File: config.mk
export PLATFORM = sky130hd
export DESIGN_NAME = i2c_status_flags
export DESIGN_NICKNAME = d
export VERILOG_FILES = /design/src/hdl/i2c_status_flags.v
export VERILOG_INCLUDE_DIRS = /design/src /design/src/hdl
export SDC_FILE = /design/constraint.sdc
export NUM_CORES = 1
export LEC_CHECK = 0
export BUFFER_PORTS_ARGS = -buffer_cell sky130_fd_sc_hd__buf_2
export CORE_MARGIN = 2
export CORE_UTILIZATION = 45
export CTS_CLUSTER_SIZE = 40
export DETAILED_ROUTE_END_ITERATION = 10
export PLACE_DENSITY = 0.73
export SYNTH_ARGS = -nofsm -noshare
export SYNTH_HDL_FRONTEND = slang
export SYNTH_SLANG_ARGS = --single-unit
File: constraint.sdc
create_clock -name clk_i -period 2.7 [get_ports clk_i]
set_input_delay 0.135 -clock clk_i [delete_from_list [all_inputs] [get_ports clk_i]]
set_output_delay 0.135 -clock clk_i [all_outputs]
set_load 0.02 [all_outputs]
File: src/hdl/i2c_status_map.vh
// Purpose: register offsets, field positions and reset values of the status/mask block
// Assumes: Avalon-MM, 32-bit data, word addresses in byte units
// Notes:   definitions only
`ifndef I2C_STATUS_MAP_VH
`define I2C_STATUS_MAP_VH
// ---------------------------------------------------------------
// Register byte offsets
// ---------------------------------------------------------------
`define OFS_STATUS   4'h0
`define OFS_MASK     4'h4
`define OFS_OWNADDR  4'h8
`define OFS_TXDATA   4'hC
// Word addresses below, derived from the byte offsets
`define ADR_STATUS   2'h0
`define ADR_MASK     2'h1
`define ADR_OWNADDR  2'h2
`define ADR_DATA     2'h3
// ---------------------------------------------------------------
// Status field positions
// ---------------------------------------------------------------
`define BIT_TBF      0
`define BIT_RBF      1
`define BIT_RW       2
`define BIT_START    3
`define BIT_STOP     4
`define BIT_DA       5
`define BIT_WCOL     7
`define BIT_ACK      15
// Interrupt status / mask positions
`define IRQ_STOP     0
`define IRQ_START    1
`define IRQ_RXBYTE   2
`define IRQ_TXDONE   3
`define IRQ_WCOL     4
`define IRQ_W        5
// ---------------------------------------------------------------
// Reset values and widths
// ---------------------------------------------------------------
`define MASK_RST     10'h000
`define OWN_RST      10'h000
`define MASK_W       10
`define OWN_10B_BIT  15
`endif

File: src/hdl/i2c_status_flags.v
// Purpose: status flags and masked slave address match of an I2C port
// Assumes: SCL and SDA are bus pins sampled by clk_i; byte engine drives event pulses
// Notes:   interrupt status cleared by reading it; one Avalon wait state on reads
//
// How it works
// - Data-not-address flag clears when a received address matches own address.
// - Data-not-address flag sets on transmit write or received slave data byte.
// - Stop flag sets on Stop, clears on Start or Repeated Start.
// - Start flag sets on Start or Repeated Start, clears on Stop.
// - Read-not-write flag loads the direction bit after a slave address byte.
// - Receive-full flag sets when a byte lands in receive register; read clears.
// - Transmit-full flag sets on transmit write while not busy, clears when byte sent.
// - Acknowledge flag updates only after transmitting a byte and seeing ACK/NACK.
// - Mask bit one ignores that address bit; zero requires an exact match.
// - Upper six mask bits read zero and ignore writes.
// - Write-collision flag sets on transmit write while busy or transmit-full; software clears it.
//
// The implementer's own choices: the placing of the registers and the Avalon-MM slave port.
`timescale 1ns/1ps
`include "i2c_status_map.vh"
module i2c_status_flags #(
  parameter ADDR_W = 10                     // Own address / mask width
) (
  input  wire        clk_i,                 // System clock, 200 MHz
  input  wire        rstn_i,                // Async reset, active low
  input  wire        ce_i,                  // Clock enable, freezes all state when low
  input  wire [3:0]  avs_address_i,         // Avalon byte address
  input  wire        avs_read_i,            // Avalon read
  input  wire        avs_write_i,           // Avalon write
  input  wire [31:0] avs_writedata_i,       // Avalon write data
  input  wire [3:0]  avs_byteenable_i,      // Avalon byte enables
  output reg  [31:0] avs_readdata_o,        // Avalon read data
  output wire        avs_waitrequest_o,     // Avalon wait request
  input  wire        scl_i,                 // SCL pin level
  input  wire        sda_i,                 // SDA pin level
  input  wire        busy_i,                // Port busy with a transfer
  input  wire        rx_byte_i,             // Pulse: received byte valid
  input  wire [7:0]  rx_data_i,             // Received byte
  input  wire        rx_is_addr_i,          // Received byte is an address byte
  input  wire        rx_is_addr2_i,         // Received byte is 2nd 10-bit address byte
  input  wire        tx_done_i,             // Pulse: byte sent, ack sampled
  input  wire        tx_ack_i,              // Ack level sampled (1 = NACK)
  output reg  [7:0]  tx_data_o,             // Transmit holding register
  output wire        addr_match_o,          // Combinational address match result
  output wire        irq_o                  // Level interrupt
);
  // ---------------------------------------------------------------
  // Pin synchronisers and condition detection
  // ---------------------------------------------------------------
  reg  [1:0] scl_s_q;
  reg  [1:0] sda_s_q;
  reg        scl_d_q;
  reg        sda_d_q;
  wire       start_det = scl_s_q[1] & scl_d_q & sda_d_q & ~sda_s_q[1];
  wire       stop_det  = scl_s_q[1] & scl_d_q & ~sda_d_q & sda_s_q[1];

  always @(posedge clk_i or negedge rstn_i) begin
    if (!rstn_i) begin
      scl_s_q <= 2'h3;
      sda_s_q <= 2'h3;
      scl_d_q <= 1'b1;
      sda_d_q <= 1'b1;
    end else if (ce_i) begin
      scl_s_q <= {scl_s_q[0], scl_i};
      sda_s_q <= {sda_s_q[0], sda_i};
      scl_d_q <= scl_s_q[1];
      sda_d_q <= sda_s_q[1];
    end
  end

  // ---------------------------------------------------------------
  // Registers
  // ---------------------------------------------------------------
  reg  [`MASK_W-1:0] mask_q;
  reg  [ADDR_W-1:0]  own_q;
  reg                ten_bit_q;
  reg                tbf_q;
  reg                rbf_q;
  reg                rw_q;
  reg                start_q;
  reg                stop_q;
  reg                da_q;
  reg                wcol_q;
  reg                ack_q;
  reg  [7:0]         rx_q;
  reg  [7:0]         addr_hi_q;
  reg  [`IRQ_W-1:0]  irq_sts_q;
  reg  [`IRQ_W-1:0]  irq_msk_q;
  reg                rd_pend_q;

  wire [1:0] word  = avs_address_i[3:2];
  wire       wr_lo = avs_write_i & avs_byteenable_i[0];
  wire       wr_hi = avs_write_i & avs_byteenable_i[1];
  wire       wr_b2 = avs_write_i & avs_byteenable_i[2];
  wire       tx_wr = wr_lo & (word == `ADR_DATA);
  wire       rd_acc = avs_read_i & rd_pend_q;
  wire       rd_rx = rd_acc & (word == `ADR_DATA);
  wire       rd_st = rd_acc & (word == `ADR_STATUS);

  // ---------------------------------------------------------------
  // Masked address compare
  // ---------------------------------------------------------------
  // 7-bit: address byte bits 7:1 vs own[6:0]; 10-bit: stored high byte bits 2:1 + low byte
  wire [ADDR_W-1:0] in_addr = ten_bit_q ? {addr_hi_q[2:1], rx_data_i}
                                        : {3'h0, rx_data_i[7:1]};
  wire [ADDR_W-1:0] use_msk = ten_bit_q ? {ADDR_W{1'b1}} : {3'h0, 7'h7F};
  wire [ADDR_W-1:0] diff    = (in_addr ^ own_q) & ~mask_q & use_msk;
  wire              hi_hdr  = rx_data_i[7:3] == 5'h1E;
  wire              hi_ok   = hi_hdr & ~(((rx_data_i[2:1] ^ own_q[9:8]) & ~mask_q[9:8]) != 2'h0);
  assign addr_match_o = ten_bit_q ? (rx_is_addr2_i & (diff == {ADDR_W{1'b0}}))
                                  : (rx_is_addr_i & (diff == {ADDR_W{1'b0}}));
  wire   addr_ev = rx_byte_i & (rx_is_addr_i | rx_is_addr2_i);
  wire   data_ev = rx_byte_i & ~rx_is_addr_i & ~rx_is_addr2_i;

  // ---------------------------------------------------------------
  // Flag logic; hardware sets take priority over software clears
  // ---------------------------------------------------------------
  always @(posedge clk_i or negedge rstn_i) begin
    if (!rstn_i) begin
      mask_q    <= `MASK_RST;
      own_q     <= `OWN_RST;
      ten_bit_q <= 1'b0;
      tbf_q     <= 1'b0;
      rbf_q     <= 1'b0;
      rw_q      <= 1'b0;
      start_q   <= 1'b0;
      stop_q    <= 1'b0;
      da_q      <= 1'b0;
      wcol_q    <= 1'b0;
      ack_q     <= 1'b0;
      rx_q      <= 8'h00;
      addr_hi_q <= 8'h00;
      tx_data_o <= 8'h00;
      irq_sts_q <= {`IRQ_W{1'b0}};
      irq_msk_q <= {`IRQ_W{1'b0}};
      rd_pend_q <= 1'b0;
    end else if (ce_i) begin
      rd_pend_q <= avs_read_i & ~rd_pend_q;
      if (wr_lo & (word == `ADR_MASK))
        mask_q[7:0] <= avs_writedata_i[7:0];
      if (wr_hi & (word == `ADR_MASK))
        mask_q[9:8] <= avs_writedata_i[9:8];
      if (wr_lo & (word == `ADR_OWNADDR))
        own_q[7:0] <= avs_writedata_i[7:0];
      if (wr_hi & (word == `ADR_OWNADDR)) begin
        own_q[9:8] <= avs_writedata_i[9:8];
        ten_bit_q  <= avs_writedata_i[`OWN_10B_BIT];
      end
      if (wr_b2 & (word == `ADR_MASK))
        irq_msk_q <= avs_writedata_i[16+`IRQ_W-1:16];
      // Software clears collision flag by writing zero to its bit
      if (wr_lo & (word == `ADR_STATUS) & ~avs_writedata_i[`BIT_WCOL])
        wcol_q <= 1'b0;
      if (tx_wr & (busy_i | tbf_q))
        wcol_q <= 1'b1;
      if (tx_wr & ~busy_i & ~tbf_q)
        tx_data_o <= avs_writedata_i[7:0];
      // Transmit-full
      if (tx_done_i)
        tbf_q <= 1'b0;
      if (tx_wr & ~busy_i)
        tbf_q <= 1'b1;
      if (tx_done_i)
        ack_q <= tx_ack_i;
      // Receive-full; a new byte beats a simultaneous read
      if (rd_rx)
        rbf_q <= 1'b0;
      if (data_ev | (addr_ev & addr_match_o)) begin
        rbf_q <= 1'b1;
        rx_q  <= rx_data_i;
      end
      if (rx_byte_i & rx_is_addr_i & hi_hdr)
        addr_hi_q <= rx_data_i;
      // Direction bit from first address byte
      if (rx_byte_i & rx_is_addr_i & (ten_bit_q ? hi_ok : addr_match_o))
        rw_q <= rx_data_i[0];
      // Data-not-address
      if (addr_ev & addr_match_o)
        da_q <= 1'b0;
      if (tx_wr | data_ev)
        da_q <= 1'b1;
      // Bus conditions, last one seen wins
      if (start_det) begin
        start_q <= 1'b1;
        stop_q  <= 1'b0;
      end else if (stop_det) begin
        start_q <= 1'b0;
        stop_q  <= 1'b1;
      end
      // Interrupt status: read clears, new events win
      irq_sts_q <= (rd_st ? {`IRQ_W{1'b0}} : irq_sts_q)
                   | {tx_wr & (busy_i | tbf_q), tx_done_i, rx_byte_i, start_det, stop_det};
    end
  end

  assign irq_o             = |(irq_sts_q & irq_msk_q);
  assign avs_waitrequest_o = avs_read_i & ~rd_pend_q;

  // ---------------------------------------------------------------
  // Read mux
  // ---------------------------------------------------------------
  always @* begin
    avs_readdata_o = 32'h0000_0000;
    case (word)
      `ADR_STATUS: begin
        avs_readdata_o[`BIT_TBF]   = tbf_q;
        avs_readdata_o[`BIT_RBF]   = rbf_q;
        avs_readdata_o[`BIT_RW]    = rw_q;
        avs_readdata_o[`BIT_START] = start_q;
        avs_readdata_o[`BIT_STOP]  = stop_q;
        avs_readdata_o[`BIT_DA]    = da_q;
        avs_readdata_o[`BIT_WCOL]  = wcol_q;
        avs_readdata_o[`BIT_ACK]   = ack_q;
        avs_readdata_o[16+`IRQ_W-1:16] = irq_sts_q;
      end
      `ADR_MASK: begin
        avs_readdata_o[`MASK_W-1:0]    = mask_q;
        avs_readdata_o[16+`IRQ_W-1:16] = irq_msk_q;
      end
      `ADR_OWNADDR: begin
        avs_readdata_o[ADDR_W-1:0]    = own_q;
        avs_readdata_o[`OWN_10B_BIT]  = ten_bit_q;
      end
      `ADR_DATA: avs_readdata_o[7:0] = rx_q;
      default: avs_readdata_o = 32'h0000_0000;
    endcase
  end
endmodule

After elaboration in Yosys (flattened, before gate mapping)

Index checks and enable logic that the tools add are counted.

Multiply operators: 0
Divide/modulo/power cells: 0
Magnitude comparators: 0
Mux-type cells: 23
Reduce and logical (&&, ||, !) cells: 24
Add/sub/neg operators: 0
Eq/ne operators: 4
Bitwise logic cells: 55
Shift-type cells: 0

Operators with widths:

| operator             | number |
|---|---|
| $and A1 B1 Y1        | 33 |
| $reduce_and A2 Y1    | 15 |
| $pmux W6 S4          | 1 |
| $and A10 B10 Y10     | 2 |
| $mux W10             | 2 |
| $mux W1              | 14 |
| $reduce_bool A2 Y1   | 6 |
| $logic_not A10 Y1    | 1 |
| $not A10 Y10         | 1 |
| $pmux W5 S2          | 1 |
| $xor A10 B10 Y10     | 1 |
| $not A1 Y1           | 9 |
| $and A5 B5 Y5        | 1 |
| $eq A5 B5 Y1 const B | 1 |
| $mux W5              | 1 |
| $or A5 B5 Y5         | 1 |
| $reduce_or A5 Y1     | 1 |
| $eq A2 B2 Y1 const B | 2 |
| $or A1 B1 Y1         | 4 |
| $pmux W1 S4          | 1 |
| $pmux W2 S2          | 1 |
| $pmux W1 S3          | 1 |
| $and A2 B2 Y2        | 1 |
| $eq A2 B1 Y1 const B | 1 |
| other kinds (4)      | 4 |

Flip-flop bits (word level): 65
Logic and storage cells: 129
Latch bits: 0
Memory bits (writable): 0
Bits in read-only memories: 0
Output and inout port bits: 43
Memories: 0

Logic depth before layout (Yosys ltp)

Gate-level depths: netlist of run 1.

Depth after elaboration: 11
Depth in mapped cells: 8
Gate-level depth less buffers: 5

Worst setup path after synthesis of run 1

Ideal clock, no wire load.

Path type: register -> register
Start: reg ten_bit_q
End: reg rx_q[0]
Setup slack: 724 ps
Buffers on the path: 3
Stages on the path, launching flop included: 9
Clock period less this slack: 1976 ps
Setup time: 101 ps
Arrival time: 1875 ps
Cells stage by stage: dfrtp_1 > buf_6 > buf_12 > mux2i_1 > mux2i_1 > o2111ai_2 > o32a_1 > buf_6 > o32ai_1

Word-level cells in the longest chain between the ends: 10
Elaborated cells on any way between the ends: 12
Classes of those cells: mux (3); bitwise (7); reduce/logical (2)

RTL lines:

| element                                 | RTL line                                       | RTL |
|---|---|---|
| start, declared                         | i2c_status_flags.v:76                          | `reg ten_bit_q;` |
| start signal, assigned                  | i2c_status_flags.v:147                         | `` ten_bit_q <= avs_writedata_i[`OWN_10B_BIT]; `` |
| $mux W10                                | i2c_status_flags.v:104                         | `wire [ADDR_W-1:0] in_addr = ten_bit_q ? {addr_hi_q[2:1], rx_data_i}` |
| $xor A10 B10 Y10                        | i2c_status_flags.v:107                         | `wire [ADDR_W-1:0] diff = (in_addr ^ own_q) & ~mask_q & use_msk;` |
| $and A10 B10 Y10 (2 in a row)           | i2c_status_flags.v:107                         |  |
| $logic_not A10 Y1                       | i2c_status_flags.v:110, i2c_status_flags.v:111 |  |
| $and A1 B1 Y1, on equally long branches | i2c_status_flags.v:111, i2c_status_flags.v:110 |  |
| $mux W1 (*)                             | i2c_status_flags.v:110                         | `assign addr_match_o = ten_bit_q ? (rx_is_addr2_i & (diff == {ADDR_W{1'b0}}))` |
| $and A1 B1 Y1 (*)                       | i2c_status_flags.v:168                         | `if (data_ev \| (addr_ev & addr_match_o)) begin` |
| $or A1 B1 Y1 (*)                        | i2c_status_flags.v:168                         |  |
| $reduce_and A2 Y1 (no line) (*)         | --                                             |  |
| end signal, assigned                    | i2c_status_flags.v:170                         | `rx_q <= rx_data_i;` |
| end, declared                           | i2c_status_flags.v:85                          | `reg [7:0] rx_q;` |

Mark *: on every way between the ends. The rest lies on a longest branch, timed or not.
A chain may end at the register's enable or synchronous reset.

Final worst setup path of run 1

Start: reg ten_bit_q
End: out addr_match_o

Word-level cells in the longest chain between the ends: 7
Elaborated cells on any way between the ends: 9
Classes of those cells: mux (3); bitwise (5); reduce/logical (1)

RTL lines:

| element                                 | RTL line                                       | RTL |
|---|---|---|
| $mux W10                                | i2c_status_flags.v:104                         |  |
| $xor A10 B10 Y10                        | i2c_status_flags.v:107                         |  |
| $and A10 B10 Y10 (2 in a row)           | i2c_status_flags.v:107                         |  |
| $logic_not A10 Y1                       | i2c_status_flags.v:110, i2c_status_flags.v:111 |  |
| $and A1 B1 Y1, on equally long branches | i2c_status_flags.v:111, i2c_status_flags.v:110 |  |
| $mux W1 (*)                             | i2c_status_flags.v:110                         |  |
| end, declared                           | i2c_status_flags.v:44                          | `output wire addr_match_o,` |

Marked as above.

==> results of run 1 <==
[worst max-delay path by stage]
stage                     startpoint           end  slack (ps)  cells after the start
after detailed placement   ten_bit_q       rx_q[3]         390                      5
final                      ten_bit_q  addr_match_o         290                      5
after global placement     ten_bit_q       rx_q[1]         410                      5
after floorplan            ten_bit_q       rx_q[0]         720                      8
after CTS                  ten_bit_q  addr_match_o         290                      5
after global routing       ten_bit_q  addr_match_o         220                      5
[logic make-up (layout without fill, tap and decap cells)]
group                    Yosys count  in the layout  synth area share
flip-flops                        64             64             0.477
multiplexers                      63             63             0.203
AND/OR/NAND/NOR                   60             60            0.0931
buffers and inverters             48            108            0.0809
AO/OA/AOI/OAI                     44             44             0.112
XOR/XNOR                           7              7            0.0182
adder cells (fa/ha/maj)            4              4            0.0148
other                              1             16           0.00111
[cells in the final DEF, fill, tap and decap left out, types with 8 or more instances in the layout]
cell      count
a222oi_1      9
buf_2        68
inv_1        18
dfrtp_1      58
nand2_1      24
clkbuf_8     10
nor2_1        8
mux2_2       43
o32ai_1       8
mux2i_1      20
conb_1       16
[stage by stage]
| step | instance area [µm²] | cells | power, µW | setup slack [ps] | hold WS, ps |
|---|---|---|---|---|---|
| after detailed placement | 3730 | 448 | 2170 | 386 | 68.5 |
| after floorplan | 3430 | 306 | 1950 | 724 | -161 |
| final | 3960 | 465 | 3070 | 288 | 21.1 |
| after CTS | 3960 | 465 | 3090 | 290 | 5.23 |
| after global routing | 3960 | 465 | 3230 | 221 | 3.12 |
| after global placement | 3730 | 448 | 2140 | 414 | 61.9 |
[final cells by class]
type	count	area share
flip-flops and latches	64	0.407
multi-input cells	194	0.391
repair buffers	74	0.0980
clock buffers	10	0.0348
well taps	99	0.0313
clock inverters	6	0.0209
inverters	18	0.0171
[power groups by stage]
| stage | registers (µW) | clock network [µW] | logic [µW] |
|---|---|---|---|
| 2_1_floorplan | 1350 | 0 | 599 |
| 3_3_place_gp | 1360 | 0 | 780 |
| 3_5_place_dp | 1380 | 0 | 799 |
| 4_1_cts | 1360 | 929 | 804 |
| 5_1_grt | 1390 | 968 | 874 |
| 6_report | 1360 | 906 | 796 |
[sequential cells by signal, indices dropped and copies added (netlist names), 2 cells and up]
name	flops
mask_q	10
own_q	10
rx_q	8
tx_data_o	8
irq_msk_q	5
irq_sts_q	5
addr_hi_q	2
scl_s_q	2
sda_s_q	2
[per-layer routing]
layer	GRT usage	up-vias	wire [µm]
met5	0	-	0
met3	0.0484	10	452
met1	0.251	1243	3330
li1	-	1168	-
met2	0.319	92	3770
met4	0.0885	0	167
==> run_results.csv, run 1 <==
group,metric,value,unit
clock_network,ctsHoldBuffers,1,
worst_setup_path,cp_max_fo,9,
global_route,grt_pass1_vias,2480,
power_and_ir_drop,peakVddDrop,390,µV
floorplan,rows,31,
hold_path,hp-class,"in -> reg",
drt,via_per_inst,5.40,
global_route,antenna_found_initial,0,
floorplan,pin_count,104,
worst_setup_path,max_stage_delay,610,ps
drt,drt_iter0_markers,200,
worst_setup_path,cpMostUsedCell,"mux2i_1",
clock_network,path_clk_slew,70,ps
global_route,grt-ovfl-total,0,
power_and_ir_drop,switching_share,0.316,
flow_run,maxCapViolations,0,
worst_setup_path,reg2reg_to,"rx_q[6]",
worst_setup_path,cp.required,2570,ps
clock_network,cts_max_level,3,
timing,rsz0062_at_grt,"false",
clock_network,cts_tree,"done",
hold_path,min_path_cells,2,
timing,relSlewSlack,0.600,
logic_synthesis,synth_ff_type,"dfrtp_1",
logic_synthesis,netlist-cell-type-count,46,
power_and_ir_drop,cellLeakagePower,0.00191,µW
timing,skew,6.37,ps
drt,ant_nets,0,
global_route,grt_max_degree,32,
clock_network,clockRootBuffer,"clkbuf_8",
worst_setup_path,cp.arrival,2280,ps
finish,layout.nets,426,
global_route,grt_first_pass_wirelength,12500,µm
clock_network,clk_latency,340,ps
drt,wl,7720,µm
power_and_ir_drop,seqPwrFrac,0.445,
logic_synthesis,yosysSeqAreaShare,0.477,
floorplan,dieHeight,90.6,µm
worst_setup_path,cp_cell_sequence,"mux2i_1, mux2i_1, o2111ai_2, nor3_1, buf_2",
placement,hpwl,5590,µm
clock_network,cts_setup_buffers,0,
drt,drc_errors,0,
placement,numPortBuffers,68,
timing,finalSetupViolCount,0,
timing,final.period_utilization,0.893,
worst_setup_path,r2r-start,"ten_bit_q",
logic_synthesis,syn_area_per_cell,11.6,µm²
logic_synthesis,synth.most_common_cell,"dfrtp_1",
worst_setup_path,cp_top_family,"flip-flops",
clock_network,clockBufferDepth,2,
clock_network,cts_sinks,64,
floorplan,dieWidth,90.6,µm
floorplan,start_util,0.465,
drt,detail_route.wl_per_cell,16.6,µm
finish,diodes,0,
floorplan,dieArea,0.00820,mm²
hold_path,min_to,"tbf_q",
logic_synthesis,synth-edff-count,0,
power_and_ir_drop,p_per_area,775,mW/mm²
timing,max_freq,415,MHz
finish,register_area,0.00161,mm²
finish,multi_input_area,0.00155,mm²
drt,num_vias,2513,
power_and_ir_drop,p_comb_frac,0.260,
power_and_ir_drop,p_clk_frac,0.296,
drt,firstDrtPassIters,7,
logic_synthesis,netlist_top_cells_area,"dfrtp_1 (43%), mux2_2 (14%), mux2i_1 (5.9%)",
logic_synthesis,synth_top_area_share,0.430,
timing,finalCriticalPeriod,2410,ps
worst_setup_path,r2r_slack,340,ps
worst_setup_path,crit_path_start_kind,"flop",
finish,n_fill_cell,648,
clock_network,cts_buffers,9,
hold_path,hold_start,"busy_i",
logic_synthesis,ys_warn_count,0,
placement,gp_congestion,0.856,
logic_synthesis,synthArstFlopShare,1.00,
worst_setup_path,end_kind,"output port",
timing,tightest_slew,600,ps
global_route,grtUsageTotal,0.197,
finish,area_growth,17.3,%
logic_synthesis,synthCells,291,
timing,hold_viol,0,
logic_synthesis,synth_area,0.00337,mm²
status,outcome,"completed",
power_and_ir_drop,p_int,2100,µW
timing,slew_viol_final,0,
worst_setup_path,reg2reg_depth,5,
clock_network,post_cts_resized,0,
logic_synthesis,synth_common_cells,"dfrtp_1 (58), mux2_2 (43), nand2_1 (24), mux2i_1 (20), inv_1 (18)",
logic_synthesis,netlist.top_cell.by_area,"dfrtp_1",
power_and_ir_drop,p_sw,968,µW
worst_setup_path,path_class,"reg -> out",
finish,drive_above_1_share,0.391,
logic_synthesis,ys_seq_elements,64,
finish,final_util,0.545,
worst_setup_path,critPathBufInv,1,
timing,fin_tns_setup,0,ps
floorplan,core-area,0.00725,mm²
worst_setup_path,slowest_stage,"dfrtp_1",
No activity file was read; power rests on OpenSTA's default activity.
==> run 2, diff against run 1 <==
--- a/config.mk
+++ b/config.mk
@@ -9,9 +9,10 @@
 export BUFFER_PORTS_ARGS = -buffer_cell sky130_fd_sc_hd__buf_2
 export CORE_MARGIN = 2
 export CORE_UTILIZATION = 45
+export CTS_BUF_LIST = sky130_fd_sc_hd__clkbuf_8 sky130_fd_sc_hd__clkbuf_16
 export CTS_CLUSTER_SIZE = 40
 export DETAILED_ROUTE_END_ITERATION = 10
-export PLACE_DENSITY = 0.73
+export PLACE_DENSITY = 0.72
 export SYNTH_ARGS = -nofsm -noshare
 export SYNTH_HDL_FRONTEND = slang
 export SYNTH_SLANG_ARGS = --single-unit
==> run_results.csv, run 2 (synthesized netlist as in run 1, its figures left out) <==
group,metric,value,unit
clock_network,cts_max_level,3,
timing,max_freq,399,MHz
drt,num_vias,2521,
drt,ant_nets,0,
worst_setup_path,slowest_stage,"dfrtp_1",
power_and_ir_drop,cellLeakagePower,0.00193,µW
hold_path,hp-class,"in -> reg",
clock_network,cts_sinks,64,
clock_network,cts_setup_buffers,0,
timing,final.period_utilization,0.929,
worst_setup_path,path_class,"reg -> out",
global_route,grtUsageTotal,0.199,
drt,detail_route.wl_per_cell,16.7,µm
placement,numPortBuffers,68,
timing,slew_viol_final,0,
floorplan,dieHeight,90.6,µm
timing,skew,7.06,ps
worst_setup_path,cp_top_family,"flip-flops",
finish,final_common_cell,"buf_2",
floorplan,dieWidth,90.6,µm
worst_setup_path,cp.required,2570,ps
timing,finalSetupViolCount,0,
timing,fin_ws,193,ps
worst_setup_path,critPathBufInv,1,
flow_run,maxCapViolations,0,
drt,drt_iter0_markers,208,
timing,finalCriticalPeriod,2510,ps
floorplan,rows,31,
drt,via_per_inst,5.41,
clock_network,cts_buffers,9,
finish,top_regs,"mask_q x10, own_q x10",
clock_network,cts_tree,"done",
finish,n_fill_cell,631,
finish,area_growth,18.0,%
placement,gp_congestion,0.904,
timing,tightest_slew,751,ps
floorplan,core-area,0.00725,mm²
placement,dp_slack,316,ps
global_route,grt_pass1_vias,2564,
global_route,grt-ovfl-total,0,
power_and_ir_drop,peakVddDrop,363,µV
global_route,grt_first_pass_wirelength,12700,µm
global_route,antenna_found_initial,0,
worst_setup_path,r2r_slack,260,ps
timing,fin_tns_setup,0,ps
timing,rsz0062_at_grt,"false",
timing,hold_viol,0,
clock_network,clockBufferDepth,2,
timing,relSlewSlack,0.499,
drt,drc_errors,0,
clock_network,path_clk_slew,70,ps
worst_setup_path,end_kind,"output port",
worst_setup_path,crit_path_start_kind,"flop",
worst_setup_path,cp_cell_sequence,"mux2i_1, mux2i_1, o2111ai_2, nor3_1, buf_2",
worst_setup_path,max_stage_delay,650,ps
finish,layout.nets,427,
drt,firstDrtPassIters,5,
global_route,grt_max_degree,34,
worst_setup_path,cp_max_fo,10,
drt,wl,7790,µm
finish,final_cell_mix,"buf_2 (68), dfrtp_1 (58), mux2_2 (43)",
floorplan,pin_count,104,
finish,drive_above_1_share,0.384,
finish,diodes,0,
timing,hold_slack,18.7,ps
clock_network,post_cts_resized,0,
floorplan,start_util,0.465,
power_and_ir_drop,p_per_area,782,mW/mm²
placement,hpwl,5550,µm
status,outcome,"completed",
clock_network,clockRootBuffer,"clkbuf_8",
worst_setup_path,cpMostUsedCell,"mux2i_1",
clock_network,clk_latency,350,ps
floorplan,dieArea,0.00820,mm²
worst_setup_path,cp.arrival,2370,ps
-- run 2: cell types whose count changed in the layout (fill, tap and decap cells not counted), sizes merged --
cell / previous run / this run
dlygate4sd3: 1 / 2
clkbuf: 10 / 12
clkinv: 3 / 0
clkinvlp: 1 / 0
inv: 18 / 20
-- run 2: final cells by class --
type                    instances  area (µm²)  share of cell area
clock buffers                  12         165              0.0415
clock inverters                 4        67.6              0.0170
inverters                      18        67.6              0.0170
multi-input cells             194        1550               0.389
flip-flops and latches         64        1610               0.404
well taps                      99         124              0.0311
repair buffers                 75         398               0.100
-- run 2: per-layer routing --
metal	track usage	routed length (µm)
met4	0.0949	261
met2	0.321	3730
met3	0.0484	526
met5	0	0
met1	0.253	3270
-- run 2: report_power, final --
group / switching [µW] / internal, µW / total [µW]
combinational: 429 / 369 / 798
clock: 360 / 589 / 949
sequential: 173 / 1190 / 1360
total: 961 / 2150 / 3110
-- run 2: path summary, 6_finish.rpt --
path	startpoint	end	cells past startpoint
setup / recovery	ten_bit_q	addr_match_o	5
hold / removal	sda_i	sda_s_q[0]	2
setup reg to reg	ten_bit_q	rx_q[5]	5
hold reg to reg	rbf_q	rbf_q	2
max in group asynchronous	rstn_i	own_q[2]	3
min in group asynchronous	rstn_i	rx_q[3]	2
-- run 2: what timing repair did --
| item | 4_1_cts | 5_1_grt |
|---|---|---|
| endpoints found under the hold margin | 26 | 0 |
| setup endpoints to repair | 0 | 0 |
| hold buffers | 2 | 0 |
-- run 2: per-stage QoR --
| stage | total power, µW | instance area, µm² | instances | utilization |
|---|---|---|---|---|
| final | 3110 | 3980 | 466 | 0.549 |
| after global routing | 3260 | 3980 | 466 | 0.549 |
| after CTS | 3140 | 3980 | 466 | 0.549 |
| after floorplan | 1950 | 3430 | 306 | - |
| after global placement | 2140 | 3730 | 448 | 0.514 |
| after detailed placement | 2170 | 3730 | 448 | 0.514 |
